<file path="src/dgv_pkg.sv">
// Package with register map, field layout and timing constants of the gain and volume register bank
package dgv_pkg;
	localparam int          AddrW        = 7;
	localparam int          DataW        = 9;
	localparam logic [6:0]  OffLeftLow   = 7'h00;
	localparam logic [6:0]  OffLeftHigh  = 7'h01;
	localparam logic [6:0]  OffRightLow  = 7'h02;
	localparam logic [6:0]  OffRightHigh = 7'h03;
	localparam logic [6:0]  OffVolume    = 7'h04;
	localparam logic [6:0]  OffFormat    = 7'h05;
	localparam logic [6:0]  OffFilter    = 7'h06;
	localparam logic [6:0]  OffModeOne   = 7'h07;
	localparam logic [6:0]  OffModeTwo   = 7'h08;
	localparam logic [6:0]  OffSoftReset = 7'h09;
	localparam logic [6:0]  OffAddOne    = 7'h20;
	localparam logic [8:0]  RstZero      = 9'h000;
	localparam logic [8:0]  RstFormat    = 9'h00a;
	localparam logic [8:0]  RstModeTwo   = 9'h002;
	// Field positions
	localparam int          UpdateBit    = 5;
	localparam int          GlideBit     = 0;
	localparam int          CutBit       = 1;
	localparam int          FollowBit    = 2;
	localparam int          SilenceBit   = 3;
	localparam int          DetectBit    = 4;
	localparam int          ZeroSrcLo    = 5;
	localparam int          AnalogBit    = 7;
	localparam int          ResetBit     = 8;
	// Zero pin source codes
	localparam logic [1:0]  ZeroBoth     = 2'h0;
	localparam logic [1:0]  ZeroLeft     = 2'h1;
	localparam logic [1:0]  ZeroRight    = 2'h2;
	localparam logic [1:0]  ZeroOff      = 2'h3;
	// Mode codes in mode register one
	localparam logic [1:0]  ModePcm      = 2'h0;
	// Long zero run length, in samples
	localparam logic [10:0] ZeroRunLen   = 11'h400;
	// Serial frame: 7 address bits then 9 data bits
	localparam logic [4:0]  FrameBits    = 5'h10;
endpackage

</file>
<file path="src/dgv_zero_detect.sv">
// Run-length detector of consecutive zero samples for one channel
`timescale 1ns/1ps
module dgv_zero_detect (
	input  wire logic clock,
	input  wire logic sys_rst,
	input  wire logic enable,
	input  wire logic sampleStrobe,
	input  wire logic sampleZero,
	output logic      zeroFlag
);
	logic [10:0] runCount_q;

	// Count zero samples; saturate at the run length so the flag holds
	always_ff @(posedge clock) begin
		if (sys_rst || !enable) begin
			runCount_q <= 11'h000;
		end else if (sampleStrobe) begin
			if (!sampleZero) begin
				runCount_q <= 11'h000;
			end else if (runCount_q != dgv_pkg::ZeroRunLen) begin
				runCount_q <= runCount_q + 11'h001;
			end
		end
	end

	assign zeroFlag = (runCount_q == dgv_pkg::ZeroRunLen);

	// Disabling clears the run at the next edge, so the flag may trail enable by that one cycle only
	a_zero_run_flag: assert property (@(posedge clock) disable iff (sys_rst)
		!enable |=> !zeroFlag)
		else $error("zero flag while detection disabled");
endmodule

</file>
<file path="src/dgv_gain_volume_regs.sv">
// Gain and volume register bank with serial control port and applied attenuation
`timescale 1ns/1ps
module dgv_gain_volume_regs (
	input  wire logic clock,
	input  wire logic sys_rst,
	input  wire logic ctrlLatch,
	input  wire logic ctrlShift,
	input  wire logic ctrlData,
	input  wire logic sampleStrobe,
	input  wire logic leftSampleZero,
	input  wire logic rightSampleZero,
	input  wire logic [3:0] readIndex,
	output logic [8:0] readData,
	output logic [9:0] leftGainApplied,
	output logic [9:0] rightGainApplied,
	output logic       headroomCut,
	output logic       gradualSilence,
	output logic       analogSilence,
	output logic       zeroIndicatorPin,
	output logic       glideBusy,
	output logic [8:0] formatBits,
	output logic [8:0] filterBits,
	output logic [8:0] modeOneBits,
	output logic [8:0] modeTwoBits,
	output logic [8:0] addOneBits,
	output logic       softResetPulse
);
	// Serial shift state
	logic [15:0] shift_q;
	logic [4:0]  bitCount_q;
	logic        writeStb;
	logic [6:0]  wrAddr;
	logic [8:0]  wrData;

	// Register storage
	logic [4:0]  leftLow_q, leftHigh_q, rightLow_q, rightHigh_q;
	logic [8:0]  volume_q, format_q, filter_q, modeOne_q, modeTwo_q, addOne_q;
	logic        softReset_q;
	logic        applyPending_q;
	logic [9:0]  leftTarget_q, rightTarget_q;
	logic [9:0]  leftGain_q, rightGain_q;
	logic [9:0]  rightOut_q;
	logic        leftZero, rightZero, bitStream;
	logic        zeroPin_d;

	// One glide step towards the target; holds once the target is reached
	function automatic logic [9:0] glide_step(input logic [9:0] cur, input logic [9:0] tgt);
		if (cur < tgt) begin
			glide_step = cur + 10'h001;
		end else if (cur > tgt) begin
			glide_step = cur - 10'h001;
		end else begin
			glide_step = cur;
		end
	endfunction

	// Serial port: MSB first, 16 bits; latch high completes the frame
	always_ff @(posedge clock) begin
		if (sys_rst) begin
			shift_q    <= 16'h0000;
			bitCount_q <= 5'h00;
		end else if (ctrlLatch) begin
			bitCount_q <= 5'h00;
		end else if (ctrlShift) begin
			shift_q <= {shift_q[14:0], ctrlData};
			if (bitCount_q != dgv_pkg::FrameBits) begin
				bitCount_q <= bitCount_q + 5'h01;
			end
		end
	end

	// A frame counts with sixteen bits or more, the last sixteen kept; short frames are dropped
	assign writeStb = ctrlLatch && (bitCount_q == dgv_pkg::FrameBits);
	assign wrAddr   = shift_q[15:9];
	assign wrData   = shift_q[8:0];

	// Attenuation staging registers
	always_ff @(posedge clock) begin
		if (sys_rst) begin
			leftLow_q   <= 5'h00;
			leftHigh_q  <= 5'h00;
			rightLow_q  <= 5'h00;
			rightHigh_q <= 5'h00;
		end else if (writeStb) begin
			unique case (wrAddr)
				dgv_pkg::OffLeftLow:   leftLow_q   <= wrData[4:0];
				dgv_pkg::OffLeftHigh:  leftHigh_q  <= wrData[4:0];
				dgv_pkg::OffRightLow:  rightLow_q  <= wrData[4:0];
				dgv_pkg::OffRightHigh: rightHigh_q <= wrData[4:0];
				default: ;
			endcase
		end
	end

	// Update request is taken one cycle later so the stored value is already in place
	always_ff @(posedge clock) begin
		if (sys_rst) begin
			applyPending_q <= 1'b0;
		end else begin
			applyPending_q <= writeStb && (wrAddr <= dgv_pkg::OffRightHigh) && wrData[dgv_pkg::UpdateBit];
		end
	end

	// Targets take all four staging registers together
	always_ff @(posedge clock) begin
		if (sys_rst) begin
			leftTarget_q  <= 10'h000;
			rightTarget_q <= 10'h000;
		end else if (applyPending_q) begin
			leftTarget_q  <= {leftHigh_q, leftLow_q};
			rightTarget_q <= {rightHigh_q, rightLow_q};
		end
	end

	// Applied gain glides one 0.125dB code per cycle, or jumps
	always_ff @(posedge clock) begin
		if (sys_rst) begin
			leftGain_q  <= 10'h000;
			rightGain_q <= 10'h000;
		end else if (volume_q[dgv_pkg::GlideBit]) begin
			leftGain_q  <= glide_step(leftGain_q, leftTarget_q);
			rightGain_q <= glide_step(rightGain_q, rightTarget_q);
		end else begin
			leftGain_q  <= leftTarget_q;
			rightGain_q <= rightTarget_q;
		end
	end

	// Busy while either channel still glides; left combinational like a handshake level
	assign glideBusy = (leftGain_q != leftTarget_q) || (rightGain_q != rightTarget_q);

	// Right output picks its source in a register, so a follow-bit change never glitches the pin
	always_ff @(posedge clock) begin
		if (sys_rst) begin
			rightOut_q <= 10'h000;
		end else begin
			rightOut_q <= volume_q[dgv_pkg::FollowBit] ? leftGain_q : rightGain_q;
		end
	end

	// Remaining control registers; soft reset restores their defaults, but not the staging words, targets or gains
	always_ff @(posedge clock) begin
		if (sys_rst || softReset_q) begin
			volume_q  <= dgv_pkg::RstZero;
			format_q  <= dgv_pkg::RstFormat;
			filter_q  <= dgv_pkg::RstZero;
			modeOne_q <= dgv_pkg::RstZero;
			modeTwo_q <= dgv_pkg::RstModeTwo;
			addOne_q  <= dgv_pkg::RstZero;
		end else if (writeStb) begin
			unique case (wrAddr)
				dgv_pkg::OffVolume:  volume_q  <= wrData;
				dgv_pkg::OffFormat:  format_q  <= wrData;
				dgv_pkg::OffFilter:  filter_q  <= wrData;
				dgv_pkg::OffModeOne: modeOne_q <= wrData;
				dgv_pkg::OffModeTwo: modeTwo_q <= wrData;
				dgv_pkg::OffAddOne:  addOne_q  <= wrData;
				default: ;
			endcase
		end
	end

	// Write-only reset register yields a single-cycle pulse
	always_ff @(posedge clock) begin
		if (sys_rst) begin
			softReset_q <= 1'b0;
		end else begin
			softReset_q <= writeStb && (wrAddr == dgv_pkg::OffSoftReset) && wrData[dgv_pkg::ResetBit];
		end
	end

	// Every code other than PCM, the unused one included, counts as bit-stream
	assign bitStream = (modeOne_q[1:0] != dgv_pkg::ModePcm);

	// Per-channel long zero detectors
	dgv_zero_detect uLeftZero (
		.clock        (clock),
		.sys_rst      (sys_rst),
		.enable       (volume_q[dgv_pkg::DetectBit]),
		.sampleStrobe (sampleStrobe),
		.sampleZero   (leftSampleZero),
		.zeroFlag     (leftZero)
	);
	dgv_zero_detect uRightZero (
		.clock        (clock),
		.sys_rst      (sys_rst),
		.enable       (volume_q[dgv_pkg::DetectBit]),
		.sampleStrobe (sampleStrobe),
		.sampleZero   (rightSampleZero),
		.zeroFlag     (rightZero)
	);

	// Zero pin source select; quiet in bit-stream mode
	always_comb begin
		unique case (volume_q[dgv_pkg::ZeroSrcLo +: 2])
			dgv_pkg::ZeroBoth:  zeroPin_d = leftZero && rightZero;
			dgv_pkg::ZeroLeft:  zeroPin_d = leftZero;
			dgv_pkg::ZeroRight: zeroPin_d = rightZero;
			dgv_pkg::ZeroOff:   zeroPin_d = 1'b0;
		endcase
		if (bitStream) begin
			zeroPin_d = 1'b0;
		end
	end

	// Registered outputs
	always_ff @(posedge clock) begin
		if (sys_rst) begin
			zeroIndicatorPin <= 1'b0;
			headroomCut      <= 1'b0;
			gradualSilence   <= 1'b0;
			analogSilence    <= 1'b0;
		end else begin
			zeroIndicatorPin <= zeroPin_d;
			headroomCut      <= volume_q[dgv_pkg::CutBit];
			gradualSilence   <= volume_q[dgv_pkg::SilenceBit];
			analogSilence    <= volume_q[dgv_pkg::AnalogBit] && bitStream;
		end
	end

	// Output pins; the right word lags the left by one edge, the price of a registered source
	assign leftGainApplied  = leftGain_q;
	assign rightGainApplied = rightOut_q;
	assign formatBits       = format_q;
	assign filterBits       = filter_q;
	assign modeOneBits      = modeOne_q;
	assign modeTwoBits      = modeTwo_q;
	assign addOneBits       = addOne_q;
	assign softResetPulse   = softReset_q;

	// Readback by register index; 10 stands for offset 20h
	always_ff @(posedge clock) begin
		if (sys_rst) begin
			readData <= 9'h000;
		end else begin
			unique case (readIndex)
				4'h0: readData <= {4'h0, leftLow_q};
				4'h1: readData <= {4'h0, leftHigh_q};
				4'h2: readData <= {4'h0, rightLow_q};
				4'h3: readData <= {4'h0, rightHigh_q};
				4'h4: readData <= volume_q;
				4'h5: readData <= format_q;
				4'h6: readData <= filter_q;
				4'h7: readData <= modeOne_q;
				4'h8: readData <= modeTwo_q;
				4'ha: readData <= addOne_q;
				default: readData <= 9'h000;
			endcase
		end
	end

	// Each staging word takes the five low data bits of its own frame
	a_left_low_store: assert property (@(posedge clock) disable iff (sys_rst)
		(writeStb && wrAddr == dgv_pkg::OffLeftLow) |=> leftLow_q == $past(wrData[4:0]))
		else $error("left low word not stored");
	a_left_high_store: assert property (@(posedge clock) disable iff (sys_rst)
		(writeStb && wrAddr == dgv_pkg::OffLeftHigh) |=> leftHigh_q == $past(wrData[4:0]))
		else $error("left high word not stored");
	a_right_low_store: assert property (@(posedge clock) disable iff (sys_rst)
		(writeStb && wrAddr == dgv_pkg::OffRightLow) |=> rightLow_q == $past(wrData[4:0]))
		else $error("right low word not stored");
	a_right_high_store: assert property (@(posedge clock) disable iff (sys_rst)
		(writeStb && wrAddr == dgv_pkg::OffRightHigh) |=> rightHigh_q == $past(wrData[4:0]))
		else $error("right high word not stored");

	// Targets move only on an update request, and then take all four words
	a_stage_no_apply: assert property (@(posedge clock) disable iff (sys_rst)
		(writeStb && wrAddr <= dgv_pkg::OffRightHigh && !wrData[dgv_pkg::UpdateBit])
		|=> ##1 $stable(leftTarget_q) && $stable(rightTarget_q))
		else $error("target changed without update bit");
	a_update_apply: assert property (@(posedge clock) disable iff (sys_rst)
		applyPending_q |=> leftTarget_q == {leftHigh_q, leftLow_q})
		else $error("update did not apply left words");
	a_update_right: assert property (@(posedge clock) disable iff (sys_rst)
		applyPending_q |=> rightTarget_q == {rightHigh_q, rightLow_q})
		else $error("update did not apply right words");

	// Step mode copies the target in one edge; glide mode moves one code per edge towards it
	a_step_change: assert property (@(posedge clock) disable iff (sys_rst)
		!volume_q[dgv_pkg::GlideBit] |=> leftGain_q == $past(leftTarget_q))
		else $error("step change missed");
	a_glide_step: assert property (@(posedge clock) disable iff (sys_rst)
		(volume_q[dgv_pkg::GlideBit] && leftGain_q < leftTarget_q)
		|=> leftGain_q == $past(leftGain_q) + 10'h001)
		else $error("glide step wrong");
	a_glide_down: assert property (@(posedge clock) disable iff (sys_rst)
		(volume_q[dgv_pkg::GlideBit] && leftGain_q > leftTarget_q)
		|=> leftGain_q == $past(leftGain_q) - 10'h001)
		else $error("glide down step wrong");
	a_glide_right_up: assert property (@(posedge clock) disable iff (sys_rst)
		(volume_q[dgv_pkg::GlideBit] && rightGain_q < rightTarget_q)
		|=> rightGain_q == $past(rightGain_q) + 10'h001)
		else $error("right glide step wrong");
	a_glide_right_down: assert property (@(posedge clock) disable iff (sys_rst)
		(volume_q[dgv_pkg::GlideBit] && rightGain_q > rightTarget_q)
		|=> rightGain_q == $past(rightGain_q) - 10'h001)
		else $error("right glide down step wrong");

	// Level outputs trail their control bits by one edge; the right pin trails the left word by one
	a_cut_follow: assert property (@(posedge clock) disable iff (sys_rst)
		##1 headroomCut == $past(volume_q[dgv_pkg::CutBit]))
		else $error("headroom cut not following");
	a_right_follow: assert property (@(posedge clock) disable iff (sys_rst)
		(volume_q[dgv_pkg::FollowBit] && !volume_q[dgv_pkg::GlideBit]) ##1 volume_q[dgv_pkg::FollowBit]
		|=> rightGainApplied == $past(leftTarget_q, 2))
		else $error("right not following left");
	a_silence_follow: assert property (@(posedge clock) disable iff (sys_rst)
		##1 gradualSilence == $past(volume_q[dgv_pkg::SilenceBit]))
		else $error("soft mute not following");

	// Zero pin: detectors clear when disabled, source select in PCM, quiet in bit-stream
	a_detect_off: assert property (@(posedge clock) disable iff (sys_rst)
		!volume_q[dgv_pkg::DetectBit] |=> !leftZero && !rightZero)
		else $error("zero run kept while detection disabled");
	a_zero_pin_and: assert property (@(posedge clock) disable iff (sys_rst)
		(volume_q[dgv_pkg::ZeroSrcLo +: 2] == dgv_pkg::ZeroBoth && !bitStream)
		|=> zeroIndicatorPin == $past(leftZero && rightZero))
		else $error("zero pin AND wrong");
	a_zero_pin_left: assert property (@(posedge clock) disable iff (sys_rst)
		(volume_q[dgv_pkg::ZeroSrcLo +: 2] == dgv_pkg::ZeroLeft && !bitStream)
		|=> zeroIndicatorPin == $past(leftZero))
		else $error("zero pin left source wrong");
	a_zero_pin_right: assert property (@(posedge clock) disable iff (sys_rst)
		(volume_q[dgv_pkg::ZeroSrcLo +: 2] == dgv_pkg::ZeroRight && !bitStream)
		|=> zeroIndicatorPin == $past(rightZero))
		else $error("zero pin right source wrong");
	a_zero_pin_off: assert property (@(posedge clock) disable iff (sys_rst)
		volume_q[dgv_pkg::ZeroSrcLo +: 2] == dgv_pkg::ZeroOff |=> !zeroIndicatorPin)
		else $error("zero pin active while disabled");
	a_zero_bitstream: assert property (@(posedge clock) disable iff (sys_rst)
		bitStream |=> !zeroIndicatorPin)
		else $error("zero pin active in bit-stream");

	// Analogue mute only with its bit set in bit-stream mode
	a_analog_pcm: assert property (@(posedge clock) disable iff (sys_rst)
		analogSilence |-> $past(bitStream))
		else $error("analog mute outside bit-stream");
	a_analog_apply: assert property (@(posedge clock) disable iff (sys_rst)
		(volume_q[dgv_pkg::AnalogBit] && bitStream) |=> analogSilence)
		else $error("analog mute not applied");
endmodule

</file>
<file path="config.mk">
export PLATFORM = sky130hd
export DESIGN_NAME = dgv_gain_volume_regs
export DESIGN_NICKNAME = d
export VERILOG_FILES = /design/src/dgv_pkg.sv /design/src/dgv_zero_detect.sv /design/src/dgv_gain_volume_regs.sv
export SDC_FILE = /design/constraint.sdc
export NUM_CORES = 1
export LEC_CHECK = 0
export ABC_AREA = 1
export BUFFER_PORTS_ARGS = -buffer_cell sky130_fd_sc_hd__buf_2
export CELL_PAD_IN_SITES_DETAIL_PLACEMENT = 0
export CELL_PAD_IN_SITES_GLOBAL_PLACEMENT = 2
export CORE_ASPECT_RATIO = 1.2
export CORE_MARGIN = 10
export CORE_UTILIZATION = 37
export DETAILED_ROUTE_END_ITERATION = 10
export GPL_ROUTABILITY_DRIVEN = 1
export GPL_TIMING_DRIVEN = 0
export PLACE_DENSITY = 0.88
export SLEW_MARGIN = 20
export SYNTH_ARGS = -nofsm -noshare
export SYNTH_HDL_FRONTEND = slang
export SYNTH_HIERARCHICAL = 1
export SYNTH_SLANG_ARGS = --single-unit
export TNS_END_PERCENT = 20
</file>
<file path="constraint.sdc">
create_clock -name clock -period 6.54 [get_ports clock]
set_input_delay 1.308 -clock clock [delete_from_list [all_inputs] [get_ports clock]]
set_output_delay 1.308 -clock clock [all_outputs]
set_load 0.02 [all_outputs]
</file>
==> impl_metrics.json <==
{
  "outcome": "finished, final reports clean",
  "antenna_found_initial": 0,
  "vias_in_the_first_global_route": 8352,
  "die_x_um": 165,
  "row_count": 63,
  "timing.hold.worst.class": "reg -> reg",
  "clock_pin_slew_of_the_registers_on_the_worst_case_setup_and_hold_paths_ps": 60,
  "vdd_ir_drop_max_uv": 152,
  "worst_ep_arrival_time_ps": 2140,
  "finalSetupViolations": 0,
  "die_area_um2": 32200,
  "post-synth-top-area-cell": "sky130_fd_sc_hd__dfxtp_1",
  "via_count": 8649,
  "globalRouteMet1Util": 0.233,
  "post-synth-top-area-fraction": 0.388,
  "ant_nets": 0,
  "grt_start_max_net_pins": 17,
  "drtIter0Drc": 445,
  "fin_hold_viols": 0,
  "pin_count": 92,
  "yosysUniqueCellTypes": 44,
  "final_layout_size_suffix_gt1_frac": 0.148,
  "layout.cells.most_common_list": "sky130_fd_sc_hd__nand2_1 (213), sky130_fd_sc_hd__inv_1 (192), sky130_fd_sc_hd__dfxtp_1 (182)",
  "dominantRegCellSynth": "sky130_fd_sc_hd__dfxtp_1",
  "postCtsSetupBuffers": 0,
  "post_syn_nets": 1369,
  "number_of_non_filler_instances_in_the_completed_layout": 1755,
  "syn_avg_cell_area_um2": 7.16,
  "maxSlewHeadroom": 0.476,
  "drt-wirelength-per-cell_um": 16.5,
  "synth.yosys.seq_area_share": 0.388,
  "power.density_cell_area_nw_per_um2": 205,
  "htreeDepth": 4,
  "place_hpwl_um": 22500,
  "filler_instances": 2666,
  "report.final.slew_viol_count": 0,
  "gr-total-overflow": 0,
  "busiest_layer": "met2",
  "ff2ff_path_depth": 14,
  "max-cap-violations": 0,
  "cts_root_buffer": "sky130_fd_sc_hd__clkbuf_16",
  "dpl.cell_count": 1727,
  "crit_path_category": "reg -> out",
  "timing.reg2reg.setup_slack_ps": 3570,
  "post_cts_hold_buffer_count": 0,
  "worstSetupStartpointType": "register",
  "diodes": 0,
  "post-route-min-period_ps": 3450,
  "total_clock_sinks": 182,
  "drt_pre_antenna_iters": 5,
  "unrepaired_setup_endpoints_after_global_routing": "false",
  "leakage_nw": 4.78,
  "tritoncts_clock_tree": "done",
  "grt_first_pass_wirelength_um": 45700,
  "synth.ff_latch_count": 182,
  "remaining_drc_errors": 0,
  "fin_skew_ps": 10.5,
  "clock.fmax_mhz": 290,
  "cts_resized": 0,
  "yosys-top-cells-area": "sky130_fd_sc_hd__dfxtp_1 (39%), sky130_fd_sc_hd__nand2_1 (8.5%), sky130_fd_sc_hd__inv_1 (7.7%), sky130_fd_sc_hd__a21oi_1 (7.2%), sky130_fd_sc_hd__ha_1 (5.6%)",
  "gp_routability_congestion": 0.877,
  "layout-area-overhead-vs-synth_pct": 14.8,
  "synth.cell_area_um2": 9400,
  "die-height_um": 195,
  "synth-warning-count": 6,
  "core_area_um2": 24900,
  "grt_overall_usage": 0.179,
  "synthesis.instances": 1313,
  "finalCoreUtilization": 0.433,
  "accumulated_negative_setup_slack_ps": 0,
  "total_wire_length_after_detailed_routing_um": 29000,
  "fin_total_pwr_mw": 2.21,
  "finalNetCount": 1477,
  "required_ps": 5230,
  "clk_latency_ps": 440,
  "met2_usage": 0.294,
  "mostFrequentLayoutCell": "sky130_fd_sc_hd__nand2_1",
  "synth_enable_flop_cells": 0,
  "cts_bufs_inserted": 17,
  "clock_path_buffers": 2,
  "vias_per_cell": 4.93,
  "asyncSetResetFlopFracSynth": 0,
  "initial_utilization": 0.377,
  "io_buffer_count": 89,
  "max_slew.worst_pin.slew_ps": 786,
  "whs_path_depth": 2,
  "post-route-period-util": 0.527,
  "groute.layer.met3.usage": 0.0355,
  "crit_fanout": 3,
  "crit_path_capture_type": "primary output"
}
## worst paths after layout
kind,start,end
worst max-delay path,leftTarget_q[9]$_SDFFE_PP0P_,glideBusy
worst min-delay path,volume_q[8]$_SDFFE_PP0P_,volume_q[8]$_SDFFE_PP0P_
worst max register to register,rightTarget_q[8]$_SDFFE_PP0P_,rightGain_q[6]$_SDFFE_PP0P_
worst min register to register,volume_q[8]$_SDFFE_PP0P_,volume_q[8]$_SDFFE_PP0P_
## kinds of logic (layout without fill, tap and decap cells)
logic type,count (synthesis),after routing,share of synthesized area
AOI/OAI and AO/OA,348,348,0.207
xor gates and xnor gates,7,7,0.00652
adders and majority gates,44,44,0.0602
buffers and inverters,261,378,0.113
DFF,182,182,0.388
and+or+nand+nor,471,471,0.226
## flip-flops by register name, indices dropped and copies added, names as in the netlist, 9 cells and up
signal	count
filterBits	9
addOneBits	9
leftTarget_q	10
leftGainApplied	10
modeTwoBits	9
readData	9
rightGainApplied	10
uRightZero/runCount_q	11
rightTarget_q	10
formatBits	9
modeOneBits	9
rightGain_q	10
uLeftZero/runCount_q	11
shift_q	16
volume_q	9
## layout make-up
| type | count | area, µm² | area share |
|---|---|---|---|
| multi-input combinational | 870 | 4700 | 0.435 |
| sequential | 182 | 3640 | 0.338 |
| inverter | 214 | 805 | 0.0746 |
| timing repair buffer | 89 | 445 | 0.0413 |
| clock buffer | 18 | 429 | 0.0398 |
| tap | 325 | 407 | 0.0377 |
| buffer | 47 | 253 | 0.0234 |
| clock inverter | 10 | 111 | 0.0103 |
## Yosys cell counts, types with 9 or more instances
cell type                    n
sky130_fd_sc_hd__a211oi_1   16
sky130_fd_sc_hd__a21oi_1   136
sky130_fd_sc_hd__a21oi_2    12
sky130_fd_sc_hd__buf_6       9
sky130_fd_sc_hd__clkbuf_1   24
sky130_fd_sc_hd__dfxtp_1   182
sky130_fd_sc_hd__ha_1       42
sky130_fd_sc_hd__inv_1     192
sky130_fd_sc_hd__inv_2      20
sky130_fd_sc_hd__nand2_1   213
sky130_fd_sc_hd__nand2_2    10
sky130_fd_sc_hd__nand3_1    53
sky130_fd_sc_hd__nand4_1    10
sky130_fd_sc_hd__nor2_1    132
sky130_fd_sc_hd__nor2_2      9
sky130_fd_sc_hd__nor3_1     14
sky130_fd_sc_hd__o21ai_0    95
sky130_fd_sc_hd__o21ai_1    40
sky130_fd_sc_hd__o22ai_1    23
## through the flow
stage | setup slack [ps] | hold WS [ps] | cell area (µm²)
after global placement | 3460 | 449 | 10200
final | 3090 | 464 | 10800
after detailed placement | 3420 | 455 | 10200
after floorplan | 3830 | 425 | 9400
after global routing | 2960 | 480 | 10800
after CTS | 3070 | 463 | 10800
## report_power, final
part | switching (mW) | internal [mW] | total, mW
combinational | 0.0721 | 0.0224 | 0.0945
clock | 0.443 | 0.551 | 0.994
sequential | 0.0105 | 1.11 | 1.13
total | 0.525 | 1.69 | 2.21
## routing by layer
layer | wire length (µm) | up-vias
li1 | - | 4505
met1 | 13700 | 3951
met2 | 13700 | 161
met3 | 1100 | 32
met4 | 495 | 0
met5 | 0 | -
## worst max-delay path, stage by stage (launching register included)
cell and delay [ps]:
sky130_fd_sc_hd__dfxtp_1 370, sky130_fd_sc_hd__inv_1 90, sky130_fd_sc_hd__ha_1 290, sky130_fd_sc_hd__nand2_1 80
sky130_fd_sc_hd__nor2_1 210, sky130_fd_sc_hd__nand4_1 160, sky130_fd_sc_hd__or2_2 330, sky130_fd_sc_hd__buf_2 170
Note: power is estimated with default switching activity, not from simulation.
